===== src/common/pcm_cfg.svh =====
// Purpose: constants for the processor-control move unit
// Assumes: big-endian bit numbering of instruction fields (bit 0 = MSB)
// Notes:   instruction bit n maps to vector bit 31-n
`ifndef PCM_CFG_SVH
`define PCM_CFG_SVH

// Primary and extended opcodes
`define PCM_OPC_PRIMARY      6'h1f
`define PCM_XO_MTCRF         10'h090
`define PCM_XO_MCRXR         10'h200
`define PCM_XO_MFCR          10'h013
`define PCM_XO_MTMSR         10'h092
`define PCM_XO_MFMSR         10'h053
`define PCM_XO_MTSPR         10'h1d3
`define PCM_XO_MFSPR         10'h153

// Special register numbers (user level)
`define PCM_SPR_XER          10'h001
`define PCM_SPR_LR           10'h008
`define PCM_SPR_CTR          10'h009
// Special register numbers (supervisor level)
`define PCM_SPR_SRR0         10'h01a
`define PCM_SPR_SRR1         10'h01b
`define PCM_SPR_SPRG0        10'h110
`define PCM_SPR_SPRG1        10'h111
`define PCM_SPR_SPRG2        10'h112
`define PCM_SPR_SPRG3        10'h113

// Reset values
`define PCM_CR_RST           32'h0000_0000
`define PCM_MSR_RST          32'h0000_0000
`define PCM_XER_RST          32'h0000_0000
`define PCM_SPR_RST          32'h0000_0000
// User-mode flag bit position (vector numbering)
`define PCM_MSR_USER_BIT     14
`endif


===== src/common/pcm_pkg.sv =====
// Purpose: types for the processor-control move unit
// Assumes: nothing beyond the header constants
// Notes:   carriers for instruction issue and result
package pcm_pkg;
    typedef enum logic [2:0] {
        PCM_OP_NONE,
        PCM_OP_MTCRF,
        PCM_OP_MCRXR,
        PCM_OP_MFCR,
        PCM_OP_MTMSR,
        PCM_OP_MFMSR,
        PCM_OP_MTSPR,
        PCM_OP_MFSPR
    } pcm_op_e;

    typedef enum logic [1:0] {
        PCM_EXC_NONE,
        PCM_EXC_PRIV,
        PCM_EXC_EMUL
    } pcm_exc_e;

    typedef struct packed {
        logic        valid;
        logic [31:0] instr;
        logic [31:0] src;
    } pcm_issue_s;

    typedef struct packed {
        logic        valid;
        logic        wr_gpr;
        logic [4:0]  gpr_idx;
        logic [31:0] data;
        pcm_exc_e    exc;
    } pcm_result_s;
endpackage


===== src/pcm_move_unit.sv =====
// Purpose: execute condition, machine-state and special register moves
// Assumes: one instruction issued per cycle, source operand already read
// Notes:   result and exception appear one cycle after issue
// Function
// - A field move loads each 4-bit condition field whose mask bit is set from the source.
// - The exception copy puts integer exception bits 0-3 in one field and clears them.
// - A condition read returns the whole 32-bit condition register.
// - A machine-state write loads the whole machine-state register from the source.
// - A machine-state write is supervisor-only and takes effect before the next instruction.
// - A machine-state read returns the current machine-state register.
// - A machine-state read is allowed only in supervisor mode.
// - A special write decodes the register number and loads that register from the source.
// - A special read decodes the register number and returns that register.
// - The 10-bit register number is instruction bits 16-20 high, 11-15 low.
// - Register number bit 0 set marks a supervisor-only register.
// - A defined supervisor register used in user mode raises a privilege exception.
// - An undefined register number raises emulation, or privilege in user mode with bit 0 set.
`timescale 1ns/1ps
`default_nettype none
`include "pcm_cfg.svh"

module pcm_move_unit (
    input  wire logic              I_CLK,
    input  wire logic              I_SYS_RST,
    input  wire pcm_pkg::pcm_issue_s i_issue,
    output pcm_pkg::pcm_result_s   o_result,
    output logic                   o_stall,
    output logic [31:0]            o_cond_reg,
    output logic [31:0]            o_machine_state_reg,
    output logic [31:0]            o_integer_exception_reg,
    output logic                   o_user_mode_flag
);
    import pcm_pkg::*;

    // Instruction field extraction, big-endian numbering
    function automatic logic [9:0] spr_number(input logic [31:0] ins);
        // Halves swapped: bits 16-20 high, 11-15 low
        spr_number = {ins[15:11], ins[20:16]};
    endfunction

    function automatic logic [4:0] ins_field(input logic [31:0] ins, input int lsb);
        ins_field = ins[lsb +: 5];
    endfunction

    // Supervisor marker: number bit 0 in big-endian terms, the top of the
    // low half, so value bit 4; shared by the defined and undefined paths
    function automatic logic spr_needs_super(input logic [9:0] num);
        spr_needs_super = num[4];
    endfunction

    logic [31:0] cond_reg;
    logic [31:0] machine_state_reg;
    logic [31:0] integer_exception_reg;
    logic [31:0] link_reg;
    logic [31:0] count_reg;
    logic [31:0] srr0;
    logic [31:0] srr1;
    logic [31:0] sprg [4];
    pcm_result_s result;

    logic [31:0] next_cond_reg;
    logic [31:0] next_machine_state_reg;
    logic [31:0] next_integer_exception_reg;
    logic [31:0] next_link_reg;
    logic [31:0] next_count_reg;
    logic [31:0] next_srr0;
    logic [31:0] next_srr1;
    logic [31:0] next_sprg [4];
    pcm_result_s next_result;

    pcm_op_e     op;
    logic [9:0]  special_purpose_reg;
    logic [7:0]  fxm;
    logic [2:0]  crf;
    logic        user_mode;
    logic        spr_defined;
    logic [31:0] spr_rdata;

    assign user_mode = machine_state_reg[`PCM_MSR_USER_BIT];

    // Opcode decode
    always_comb begin
        op = PCM_OP_NONE;
        if (i_issue.valid && i_issue.instr[31:26] == `PCM_OPC_PRIMARY) begin
            case (i_issue.instr[10:1])
                `PCM_XO_MTCRF: op = PCM_OP_MTCRF;
                `PCM_XO_MCRXR: op = PCM_OP_MCRXR;
                `PCM_XO_MFCR:  op = PCM_OP_MFCR;
                `PCM_XO_MTMSR: op = PCM_OP_MTMSR;
                `PCM_XO_MFMSR: op = PCM_OP_MFMSR;
                `PCM_XO_MTSPR: op = PCM_OP_MTSPR;
                `PCM_XO_MFSPR: op = PCM_OP_MFSPR;
                default:       op = PCM_OP_NONE;
            endcase
        end
        special_purpose_reg = spr_number(i_issue.instr);
        fxm = i_issue.instr[19:12];
        crf = i_issue.instr[25:23];
    end

    // Special register read mux and defined-number check
    always_comb begin
        spr_defined = 1'b1;
        spr_rdata   = 32'h0000_0000;
        case (special_purpose_reg)
            `PCM_SPR_XER:   spr_rdata = integer_exception_reg;
            `PCM_SPR_LR:    spr_rdata = link_reg;
            `PCM_SPR_CTR:   spr_rdata = count_reg;
            `PCM_SPR_SRR0:  spr_rdata = srr0;
            `PCM_SPR_SRR1:  spr_rdata = srr1;
            `PCM_SPR_SPRG0: spr_rdata = sprg[0];
            `PCM_SPR_SPRG1: spr_rdata = sprg[1];
            `PCM_SPR_SPRG2: spr_rdata = sprg[2];
            `PCM_SPR_SPRG3: spr_rdata = sprg[3];
            default:        spr_defined = 1'b0;
        endcase
    end

    // Architected state and result; all updates are single-cycle so a
    // following read sees the write directly from the registers
    always_comb begin
        next_cond_reg              = cond_reg;
        next_machine_state_reg     = machine_state_reg;
        next_integer_exception_reg = integer_exception_reg;
        next_link_reg              = link_reg;
        next_count_reg             = count_reg;
        next_srr0                  = srr0;
        next_srr1                  = srr1;
        next_sprg                  = sprg;
        next_result                = '0;
        next_result.valid          = (op != PCM_OP_NONE);
        next_result.gpr_idx        = ins_field(i_issue.instr, 21);
        next_result.exc            = PCM_EXC_NONE;
        case (op)
            PCM_OP_MTCRF: begin
                for (int i = 0; i < 8; i++) begin
                    // Field i is bits 4i..4i+3 in big-endian numbering
                    if (fxm[7 - i]) begin
                        next_cond_reg[31 - 4*i -: 4] = i_issue.src[31 - 4*i -: 4];
                    end
                end
            end
            PCM_OP_MCRXR: begin
                next_cond_reg[31 - 4*crf -: 4] = integer_exception_reg[31:28];
                next_integer_exception_reg[31:28] = 4'h0;
            end
            PCM_OP_MFCR: begin
                next_result.wr_gpr = 1'b1;
                next_result.data   = cond_reg;
            end
            PCM_OP_MTMSR: begin
                if (user_mode) begin
                    next_result.exc = PCM_EXC_PRIV;
                end else begin
                    next_machine_state_reg = i_issue.src;
                end
            end
            PCM_OP_MFMSR: begin
                if (user_mode) begin
                    next_result.exc = PCM_EXC_PRIV;
                end else begin
                    next_result.wr_gpr = 1'b1;
                    next_result.data   = machine_state_reg;
                end
            end
            PCM_OP_MTSPR, PCM_OP_MFSPR: begin
                if (!spr_defined) begin
                    // Undefined number: privilege only when user hits a supervisor number
                    if (user_mode && spr_needs_super(special_purpose_reg)) begin
                        next_result.exc = PCM_EXC_PRIV;
                    end else begin
                        next_result.exc = PCM_EXC_EMUL;
                    end
                end else if (user_mode && spr_needs_super(special_purpose_reg)) begin
                    // Defined supervisor register touched from user mode
                    next_result.exc = PCM_EXC_PRIV;
                end else if (op == PCM_OP_MFSPR) begin
                    next_result.wr_gpr = 1'b1;
                    next_result.data   = spr_rdata;
                end else begin
                    case (special_purpose_reg)
                        `PCM_SPR_XER:   next_integer_exception_reg = i_issue.src;
                        `PCM_SPR_LR:    next_link_reg = i_issue.src;
                        `PCM_SPR_CTR:   next_count_reg = i_issue.src;
                        `PCM_SPR_SRR0:  next_srr0 = i_issue.src;
                        `PCM_SPR_SRR1:  next_srr1 = i_issue.src;
                        `PCM_SPR_SPRG0: next_sprg[0] = i_issue.src;
                        `PCM_SPR_SPRG1: next_sprg[1] = i_issue.src;
                        `PCM_SPR_SPRG2: next_sprg[2] = i_issue.src;
                        `PCM_SPR_SPRG3: next_sprg[3] = i_issue.src;
                        default:        next_link_reg = link_reg;
                    endcase
                end
            end
            default: next_result.valid = 1'b0;
        endcase
    end

    // Register stage
    always_ff @(posedge I_CLK) begin
        if (I_SYS_RST) begin
            cond_reg              <= `PCM_CR_RST;
            machine_state_reg     <= `PCM_MSR_RST;
            integer_exception_reg <= `PCM_XER_RST;
            link_reg              <= `PCM_SPR_RST;
            count_reg             <= `PCM_SPR_RST;
            srr0                  <= `PCM_SPR_RST;
            srr1                  <= `PCM_SPR_RST;
            for (int i = 0; i < 4; i++) begin
                sprg[i] <= `PCM_SPR_RST;
            end
            result                <= '0;
        end else begin
            cond_reg              <= next_cond_reg;
            machine_state_reg     <= next_machine_state_reg;
            integer_exception_reg <= next_integer_exception_reg;
            link_reg              <= next_link_reg;
            count_reg             <= next_count_reg;
            srr0                  <= next_srr0;
            srr1                  <= next_srr1;
            sprg                  <= next_sprg;
            result                <= next_result;
        end
    end

    // Every move completes in the cycle after issue and the next
    // instruction already sees the new state, so no drain stall is needed
    assign o_stall                 = 1'b0;
    // Outputs straight from the registers
    assign o_result                = result;
    assign o_cond_reg              = cond_reg;
    assign o_machine_state_reg     = machine_state_reg;
    assign o_integer_exception_reg = integer_exception_reg;
    assign o_user_mode_flag        = user_mode;
endmodule
`default_nettype wire


===== config.mk =====
export PLATFORM = sky130hd
export DESIGN_NAME = pcm_move_unit
export DESIGN_NICKNAME = d
export VERILOG_FILES = /design/src/common/pcm_pkg.sv /design/src/pcm_move_unit.sv
export VERILOG_INCLUDE_DIRS = /design/src /design/src/common
export SDC_FILE = /design/constraint.sdc
export NUM_CORES = 1
export LEC_CHECK = 0
export ABC_AREA = 1
export CAP_MARGIN = 20
export CELL_PAD_IN_SITES_DETAIL_PLACEMENT = 1
export CELL_PAD_IN_SITES_GLOBAL_PLACEMENT = 1
export CORE_MARGIN = 4
export CORE_UTILIZATION = 40
export CTS_CLUSTER_DIAMETER = 120
export CTS_CLUSTER_SIZE = 28
export DETAILED_ROUTE_END_ITERATION = 7
export DONT_BUFFER_PORTS = 1
export PLACE_DENSITY_LB_ADDON = 0.1
export SYNTH_ARGS = -nofsm -noshare
export SYNTH_HDL_FRONTEND = slang
export SYNTH_SLANG_ARGS = --single-unit
export TNS_END_PERCENT = 30

===== constraint.sdc =====
create_clock -name I_CLK -period 2.16 [get_ports I_CLK]
set_clock_uncertainty 0.2 [all_clocks]
set_input_delay 0.216 -clock I_CLK [delete_from_list [all_inputs] [get_ports I_CLK]]
set_output_delay 0.216 -clock I_CLK [all_outputs]
set_load 0.005 [all_outputs]

==> results.md <==
- When the netlist entered floorplanning its net count stood at 3250.
- Synthesis produced 3183 cells.
- The number of distinct standard cells referenced by the synthesized netlist is 37.
- The critical path in this run is classified as input pin to flip-flop.
- The most area-hungry cell type in the Yosys netlist is dfxtp_1.
- The share of total power dissipated in combinational logic is 0.047.
- The largest vdd supply drop is 0.0004154 V.
- Measured against the total synthesized area, the mux share comes to 0.
- Setup repair after global routing left no endpoint under its margin.
- In this run the remaining antenna-violating nets after routing total 0.
- The worst hold margin is 0.04190 ns.
- The leakage dissipation is 11.11 nW.
- Setup violations remaining at the end of the flow were counted as 0.
- The leading register cell type out of synthesis is dfxtp_1.
- For this configuration, the core starts out at a cell density of 0.4072.
- Of the total power, the clock network draws 0.347.
- In the final design database the tool counted 3318 nets.
- The final setup TNS is 0 ns.
- The peak fanout along the critical path is 32.
- The total of fill cells in the finished design is 6466.
- Of the total synthesized cell area, the portion taken by XOR and XNOR cells is 0.
- Of the total synthesized cell area, the portion taken by AND, OR, NAND and NOR gates is 0.4152.
- The final max-slew violation count was 0.
- The switching power is 2.938 mW.
- After synthesis the netlist holds a flip-flop and latch count of 393.
- The total number of placement rows is 80.
- The met3 usage in global routing is 0.06655.
- The detailed placer's ending HPWL is 53.79 mm.
- The first global-routing pass estimated 117.0 mm of wire.
- The worst setup path is launched from an input pin.
- The met1 usage in global routing is 0.3739.
- The area fraction in compound gates after synthesis is 0.06057.
- The register bank with the most flops is sprg.
- After synthesis, the largest family of logic cells by area is simple AND/OR/NAND/NOR gates.
- The library cell with the highest instance count after synthesis is nor2_1.
- At the worst endpoint, the arrival time is 2.27 ns.
- The average vias per placed instance is 5.147.
- After global routing, the most crowded layer is met2.
- Counting along the longest clock path gives a buffer depth of 3.
- The TritonCTS clock tree is built.
- In the routed design, unresolved DRC markers number 0.
- At the pin with the least slew margin, the transition time is 0.8046 ns.
- The share of async-settable or async-resettable flops after synthesis is 0.
- Clock tree synthesis selected as its root buffer the cell clkbuf_16.
- Across the run, the number of max-cap violations was 0.
- In this run the number of H-tree levels came out at 1.
- The clock sink count is 393.
- Compared with the post-synthesis result, the final layout area differs by 14.59%.
- The global routing usage on met2 is 0.4665.
- The cell area after technology mapping is 19520 um^2.
- Entering global routing, the biggest net connects 95 pins.
- Dividing the final minimum period by the clock period gives 0.9314.
- Global routing finished with a remaining overflow of 0.
- The later pin in the worst-skew pair is clocked with a latency of 0.56 ns.
- The mean instance size in the synthesized netlist is 6.133 um^2.
- Clock-pin slew was measured on the worst setup and hold paths at 0.11 ns.
- The die area is 52400 um^2.
- The detailed-route wire length per cell is 19.56 um.
- In this run, synthesis inferred 0 flip-flops with an integrated enable.
- The final critical path time including I/O delays and setup is 2.012 ns.
- The sequential cell fraction of total power is 0.606.
- The share of final-layout standard cells stronger than drive strength 1 is 0.07777.
- Of the total power, the share spent switching nets is 0.2456.
- The aggregate routed wire length is 75.85 mm.
- The initial antenna violation count is 20.
- The cell area power density is 534.6 nW/um^2.
- The flow ran to the end, and the final reports show no timing, DRC or antenna violations.
- Of the total synthesized cell area, the portion taken by full adders, half adders and majority gates is 0.
- The worst setup path is captured at a flip-flop.
- The number of I/O pins is 206.
- The required time of the critical path is 2.42 ns.
- The die is 228.9 um wide.
- The share of the synthesized area in the top cell type is 0.4030.
- In this run the tightest slew margin relative to its limit is 0.4618.
- During synthesis, Yosys emitted a total of 0 warnings.
- The register with the most flip-flops in the layout has 128 of them.
- Yosys attributes the largest share of cell area to dfxtp_1, nor2_1, nand2_1.
- The placed instances occupy a cell area of 21270 um^2.
- By count the netlist is led by nor2_1, nand2_1, dfxtp_1, inv_1, clkbuf_1.
- The die is 228.9 um tall.
- The internal power of the cells is 9.022 mW.
- In this run the tool buffered the top-level ports with 0 buffer cells.
- The via count is 19.95k.
- Static timing analysis puts the maximum clock frequency at 0.4971 GHz.
- The congestion estimate from routability-driven global placement came to 0.8802.
- For this block, the initial DRC count from the detailed router was 1243.
- The share of the Yosys chip area taken by registers is 0.4030.
- The min-delay analysis places its worst path in the category input pin to flip-flop.
- The number of global-route vias before repair is 20.12k.
- The first-pass detailed-route iteration total is 6.
- The number of hold violations in the final report is 0.
- In this run, CTS created clock tree buffers numbering 18.
- The core region is 47950 um^2.
- With fillers left out, the area of the finished cells amounts to 22370 um^2.
- The buffer count from post-CTS setup fixing is 0.
- For this run, the total global-route usage over all layers was measured as 0.2815.
## metrics by stage
step	power, mW	utilization	instances	worst slack, ns
after global routing	12.42	0.4663	3871	0.05325
after detailed placement	7.717	0.4437	3791	-0.2872
after floorplan	7.696	-	3183	0.04598
after global placement	7.712	0.4437	3791	-0.2801
final	11.96	0.4666	3877	0.1482
after CTS	12.11	0.4658	3868	0.09592
## layout by cell type, fill, tap and decap left out, types with 2 or more instances in the layout
master	count
a21oi_1	39
nand3_4	9
o221ai_1	16
dlygate4sd3_1	53
nor2_4	2
nand2b_1	4
clkbuf_16	19
nor3_1	10
nor2_1	933
nor2_2	9
dlymetal6s4s_1	2
buf_4	131
buf_12	49
nand3b_1	2
diode_2	9
o21ai_0	107
nand4_1	35
clkinvlp_4	2
nand3_1	70
dfxtp_1	393
inv_1	348
o22ai_1	23
nor4_1	11
nor2_8	2
nand2_1	924
inv_2	4
o211ai_1	18
inv_8	2
clkinv_1	7
nand2_2	17
## what timing repair did
item / in CTS / in global routing
endpoints found under the setup margin: 0 / 27
endpoints found under the hold margin: 360 / 0
resized for setup: 0 / 4
hold buffers: 55 / 0
## layout make-up
type	count	area, um^2	area share
multi-input combinational	2240	9303	0.4159
clock inverter	3	35.03	0.001566
tap	615	769.5	0.03440
sequential	393	7868	0.3517
timing repair buffer	235	2520	0.1126
inverter	363	1378	0.06158
antenna	9	22.52	0.001007
clock buffer	19	475.5	0.02125
## path summary, 6_finish.rpt
check	slack, ns	depth (start not counted)	from	to
min reg2reg	0.32	4	srr0[17]	srr0[17]
max reg2reg	0.22	7	o_integer_exception_reg[31]	o_cond_reg[19]
min	0.04	6	i_issue[56]	o_cond_reg[26]
max	0.15	11	i_issue[48]	sprg[110]
## worst max-delay path, stage by stage
cell and delay (ns):
dlygate4sd3_1 0.66, o2111ai_1 0.23, nand2_1 0.07, nor2_1 0.24, nor2_4 0.12, buf_4 0.18
nand3_4 0.12, buf_12 0.21, nand2_1 0.09, nand2_1 0.06, nor2_1 0.05
## kinds of logic (layout without fill, tap and decap cells)
kind of cell / after synthesis / in the layout
flip-flops: 393 / 393
other: 1 / 10
buffers and inverters: 550 / 620
AND/OR/NAND/NOR: 2031 / 2031
AO/OA/AOI/OAI: 208 / 208
## power groups by stage
stage	clock [mW]	sequential (mW)	combinational, mW
floorplan	0	7.42	0.281
global placement	0	7.42	0.296
detailed placement	0	7.42	0.301
CTS	4.31	7.25	0.550
global route	4.56	7.25	0.596
finish	4.15	7.25	0.560
## routing by layer
layer	wire length (um)	up-vias
met1	34200	9696
met2	34550	472
met3	5359	111
met4	1624	16
met5	105	-
li1	-	9658
Note: power is estimated with default switching activity, not from simulation.
